## config.mk

```make
export PLATFORM = sky130hd
export DESIGN_NAME = wsfh_fence
export DESIGN_NICKNAME = d
export VERILOG_FILES = /design/src/wsfh_tag_tracker.v /design/src/wsfh_fence.v
export VERILOG_INCLUDE_DIRS = /design/src
export SDC_FILE = /design/constraint.sdc
export NUM_CORES = 1
export LEC_CHECK = 0
export BUFFER_PORTS_ARGS = -buffer_cell sky130_fd_sc_hd__buf_2
export CAP_MARGIN = 20
export CORE_MARGIN = 3
export CORE_UTILIZATION = 52
export DETAILED_ROUTE_END_ITERATION = 7
export PLACE_DENSITY = 0.81
export SLEW_MARGIN = 20
export SYNTH_ARGS = -nofsm -noshare
export SYNTH_HDL_FRONTEND = slang
export SYNTH_HIERARCHICAL = 1
export SYNTH_SLANG_ARGS = --single-unit
```

## constraint.sdc

```tcl
create_clock -name clock_i -period 4.1 [get_ports clock_i]
set_clock_uncertainty 0.15 [all_clocks]
set_input_delay 0.615 -clock clock_i [delete_from_list [all_inputs] [get_ports clock_i]]
set_output_delay 0.615 -clock clock_i [all_outputs]
set_load 0.02 [all_outputs]
```

## src/wsfh_defs.vh

```
`ifndef WSFH_DEFS_VH
`define WSFH_DEFS_VH
// length of the completion pulse in clocks
`define WSFH_DONE_CLKS 2'h2
// one-hot states
`define WSFH_ST_IDLE 4'h1
`define WSFH_ST_REQ 4'h2
`define WSFH_ST_WAIT 4'h4
`define WSFH_ST_DONE 4'h8
// reset value of the shared line output
`define WSFH_LINE_IDLE 1'h1
`endif

```

## src/wsfh_tag_tracker.v

```verilog
`timescale 1ns/1ps
`include "wsfh_defs.vh"
// tracks buffer entries marked by a fence until each has drained
module wsfh_tag_tracker #(
  parameter DEPTH = 8
) (
  input wire clock_i,
  input wire rst_n_i,
  input wire mark_i,
  input wire [DEPTH-1:0] occupied_i,
  input wire [DEPTH-1:0] coherent_i,
  output reg pending_o
);
  reg [DEPTH-1:0] tag_q;
  wire [DEPTH-1:0] tag_d;
  genvar g;
  // per entry: mark on fence if occupied, drop once coherent
  generate
    for (g = 0; g < DEPTH; g = g + 1) begin : g_ent
      assign tag_d[g] = mark_i ? occupied_i[g] & ~coherent_i[g]
                               : tag_q[g] & ~coherent_i[g];
    end
  endgenerate
  always @(posedge clock_i or negedge rst_n_i) begin
    if (!rst_n_i) begin
      tag_q <= {DEPTH{1'b0}};
      pending_o <= 1'b0;
    end else begin
      tag_q <= tag_d;
      pending_o <= |tag_d;
    end
  end
endmodule // wsfh_tag_tracker

```

## src/wsfh_fence.v

```verilog
`timescale 1ns/1ps
`include "wsfh_defs.vh"
// How it works
// peripheral requests a fence with a one-clock low pulse on the line.
// on request, tag all buffered write data and track it until coherent.
// when tagged data is coherent, drive line low for two clocks.
// line drive changes only on the rising clock edge; the async reset releases the line at once.
// completion means all processor snoops for last write are finished.
// peripheral sends interrupt message only after the completion pulse.
// handshake used only when an interrupt controller is present.
// line is three-stated while reset is asserted.
// line idles high; no completion pulse without an outstanding request.
module wsfh_fence #(
  parameter DEPTH = 8
) (
  input wire clock_i,
  input wire rst_n_i,
  input wire ioapic_en_i,
  input wire snoop_done_fence_line_i,
  output reg snoop_done_fence_line_o,
  output reg snoop_done_fence_line_oe_o,
  input wire [DEPTH-1:0] wbuf_occupied_i,
  input wire [DEPTH-1:0] wbuf_coherent_i,
  input wire snoops_busy_i,
  output reg fence_busy_o
);
  reg [3:0] state_q;
  reg [3:0] state_d;
  reg [1:0] cnt_q;
  reg [1:0] cnt_d;
  reg mark;
  reg drive;
  wire pending;
  wire req_seen;

  // line sampled low while we are not driving is a request
  assign req_seen = ioapic_en_i & ~snoop_done_fence_line_i &
                    ~snoop_done_fence_line_oe_o;

  wsfh_tag_tracker #(.DEPTH(DEPTH)) u_trk (
    .clock_i(clock_i),
    .rst_n_i(rst_n_i),
    .mark_i(mark),
    .occupied_i(wbuf_occupied_i),
    .coherent_i(wbuf_coherent_i),
    .pending_o(pending)
  );

  // next state; tracker needs one clock to see the mark
  always @* begin
    state_d = state_q;
    cnt_d = cnt_q;
    mark = 1'b0;
    drive = 1'b0;
    case (state_q)
      `WSFH_ST_IDLE: begin
        if (req_seen) begin
          mark = 1'b1;
          state_d = `WSFH_ST_REQ;
        end
      end
      `WSFH_ST_REQ: begin
        state_d = `WSFH_ST_WAIT;
      end
      `WSFH_ST_WAIT: begin
        // wait for drain and for snoops to settle
        if (!pending && !snoops_busy_i) begin
          drive = 1'b1;
          cnt_d = `WSFH_DONE_CLKS - 2'h1;
          state_d = `WSFH_ST_DONE;
        end
      end
      `WSFH_ST_DONE: begin
        if (cnt_q != 2'h0) begin
          drive = 1'b1;
          cnt_d = cnt_q - 2'h1;
        end else begin
          state_d = `WSFH_ST_IDLE;
        end
      end
      default: begin
        state_d = `WSFH_ST_IDLE;
      end
    endcase
  end

  // all pin changes but the async reset registered on the rising edge
  always @(posedge clock_i or negedge rst_n_i) begin
    if (!rst_n_i) begin
      state_q <= `WSFH_ST_IDLE;
      cnt_q <= 2'h0;
      snoop_done_fence_line_o <= `WSFH_LINE_IDLE;
      snoop_done_fence_line_oe_o <= 1'b0;
      fence_busy_o <= 1'b0;
    end else begin
      state_q <= state_d;
      cnt_q <= cnt_d;
      snoop_done_fence_line_o <= ~drive;
      snoop_done_fence_line_oe_o <= drive;
      fence_busy_o <= (state_d != `WSFH_ST_IDLE);
    end
  end
endmodule // wsfh_fence

```

==> results.json <==
{
  "status": "completed",
  "p_per_area_nw_per_um2": 374,
  "synth_area_leaders": "dfrtp_1 51%, mux2i_1 11%, dfstp_2 6.7%",
  "path_class": "register to register",
  "layout_min_cycle_time_ns": 2.42,
  "die_h_um": 44.9,
  "clockRootBuffer": "clkbuf_4",
  "synth_top_cell_area_share_pct": 50.9,
  "syn2layout_area_growth_pct": 18.8,
  "ctsHtreeMaxLevel": 1,
  "numCtsBuffers": 3,
  "clk_latency_ns": 0.27,
  "cts_buffer_depth": 2,
  "die_w_um": 44.9,
  "syn-instance-count": 68,
  "p_leak_nw": 0.479,
  "timing.critical_path.cells": "nor4b_2 -> nand2_1 -> nor3_1 -> buf_4 -> mux2i_1 -> o22ai_1 -> or4_1",
  "ys_seq_area_share_pct": 57.6,
  "antenna_left": 0,
  "slowest_stage": "dfstp_2",
  "hold_viol": 0,
  "fin_nets": 117,
  "ys_seq_elements": 18,
  "slew_violations": 0,
  "hold_ws_ns": 0.0935,
  "wl_um": 1370,
  "drc_errors": 0,
  "ys_warn_count": 6,
  "post_cts_resized": 0,
  "path_max_fanout": 8,
  "rsz0062_at_grt": "false",
  "ios": 24,
  "drt-pass1-iter-count": 1,
  "slew_headroom_pct": 74.3,
  "cp.required_ns": 4.10,
  "die_area_um2": 2020,
  "wl_per_cell_um": 12.6,
  "grt_pass1_vias": 534,
  "grt_remaining_overflow": 0,
  "synth_top_flop_cell": "dfrtp_1",
  "clock_sinks": 18,
  "synth_top_cell_by_area": "dfrtp_1",
  "yosysUniqueCellTypes": 21,
  "start_util_pct": 57.6,
  "ys_async_sr_fraction_pct": 100,
  "layout-drive-gt1-share_pct": 36.6,
  "syn_area_um2": 787,
  "via_per_inst": 5.19,
  "cp.arrival_ns": 2.42,
  "postCtsSetupBuffers": 0,
  "io_buffers": 23,
  "syn_avg_cell_area_um2": 11.6,
  "n_antenna_cell": 0,
  "synth_nets": 90,
  "yosysMostFrequentCell": "dfrtp_1",
  "hold_buffers": 0,
  "synth_edf_count": 0,
  "endpoint_kind": "register",
  "first_iter_violations": 0,
  "ir_drop_v": 0.000251,
  "final.period_utilization_pct": 58.9,
  "tritoncts": "done",
  "vias": 561,
  "max_freq_mhz": 414,
  "setup_viol": 0,
  "tightest_slew_ns": 0.385,
  "antenna_found_initial": 0,
  "gp_congestion": 0.747,
  "core_area_um2": 1370,
  "drv_cap": 0,
  "clkTransAtPathRegs_ns": 0.09,
  "ys_top_cells_by_count": "16 x dfrtp_1, 13 x nor2_1, 9 x mux2i_1, 5 x inv_1, 5 x o22ai_1",
  "num_rows": 13,
  "setup_tns_ns": 0,
  "start_kind": "register",
  "grt_pass1_wl_um": 2290,
  "grt_max_degree": 19,
  "max_stage_delay_ns": 0.56,
  "dp_hpwl_um": 1070,
  "grt_usage_pct": 15.8,
  "crit_buf_inv": 1,
  "crit_family": "simple AND/OR/NAND/NOR gates",
  "hold_class": "input pin to asynchronous set/reset pin"
}
## stage by stage
stage / cells / util, % / setup slack (ns) / total power, mW / cell area, um2
2_1_floorplan: 68 / - / 1.70 / 0.250 / 787
3_3_place_gp: 105 / 66.8 / 1.49 / 0.270 / 912
3_5_place_dp: 105 / 66.8 / 1.47 / 0.272 / 912
4_1_cts: 108 / 68.4 / 1.69 / 0.354 / 935
5_1_grt: 108 / 68.4 / 1.53 / 0.370 / 935
6_report: 108 / 68.4 / 1.68 / 0.349 / 935
## final cells by class
class | count | area, um2
Tap cell | 15 | 18.8
Fill cell | 114 | 432
Multi-Input combinational cell | 42 | 295
Inverter | 6 | 22.5
Clock buffer | 3 | 22.5
Sequential cell | 18 | 453
Timing Repair Buffer | 24 | 123
## power breakdown
group	internal (mW)	total [mW]	switching [mW]
Combinational	0.0321	0.0666	0.0345
Clock	0.0340	0.0813	0.0474
Sequential	0.194	0.201	0.00746
## metal layers
layer | wire, um | global-route usage (%) | vias up
met5 | 0 | 0 | -
met4 | 8 | 5.26 | 0
met3 | 75 | 2.39 | 2
met2 | 687 | 27.5 | 15
met1 | 595 | 19.9 | 263
li1 | - | - | 281
## path summary, 6_finish.rpt
check	start	to	slack, ns	cells after the start
min	rst_n_i	state_q[1]	0.09	1
max reg2reg	state_q[0]	u_trk/pending_o	1.68	7
min reg2reg	cnt_q[1]	cnt_q[1]	0.37	2
max in group asynchronous	rst_n_i	state_q[0]	3.39	1
min in group clock_i	wbuf_coherent_i[4]	u_trk/tag_q[4]	0.34	2
max	state_q[0]	u_trk/pending_o	1.68	7
## cells in the final DEF (no fill, tap or decap)
cell,count
mux2i_1,9
clkbuf_4,3
nand2_1,1
nor2b_1,1
nand4b_1,1
nor4b_2,1
buf_4,1
or4_1,1
dfrtp_1,16
dfstp_2,2
nor3_1,3
buf_2,23
and2_4,1
ha_1,1
a21oi_1,2
inv_2,1
nand3_2,1
o31ai_4,1
inv_1,5
and2_1,1
o22ai_1,5
nor2_1,13
## logic make-up after synthesis
logic type	after synthesis	synth area share [%]
simple gates	24	16.5
compound gates	8	7.95
buf+inv	8	4.93
flops	18	57.6
fa+ha+maj	1	1.59
mux	9	11.4
## registers in the layout, summed over array words and instances, names as in the netlist
register / flops
state_q: 4
fence_busy_o: 1
snoop_done_fence_line_o: 1
u_trk/pending_o: 1
snoop_done_fence_line_oe_o: 1
u_trk/tag_q: 8
cnt_q: 2
Note: power is estimated with default switching activity, not from simulation.
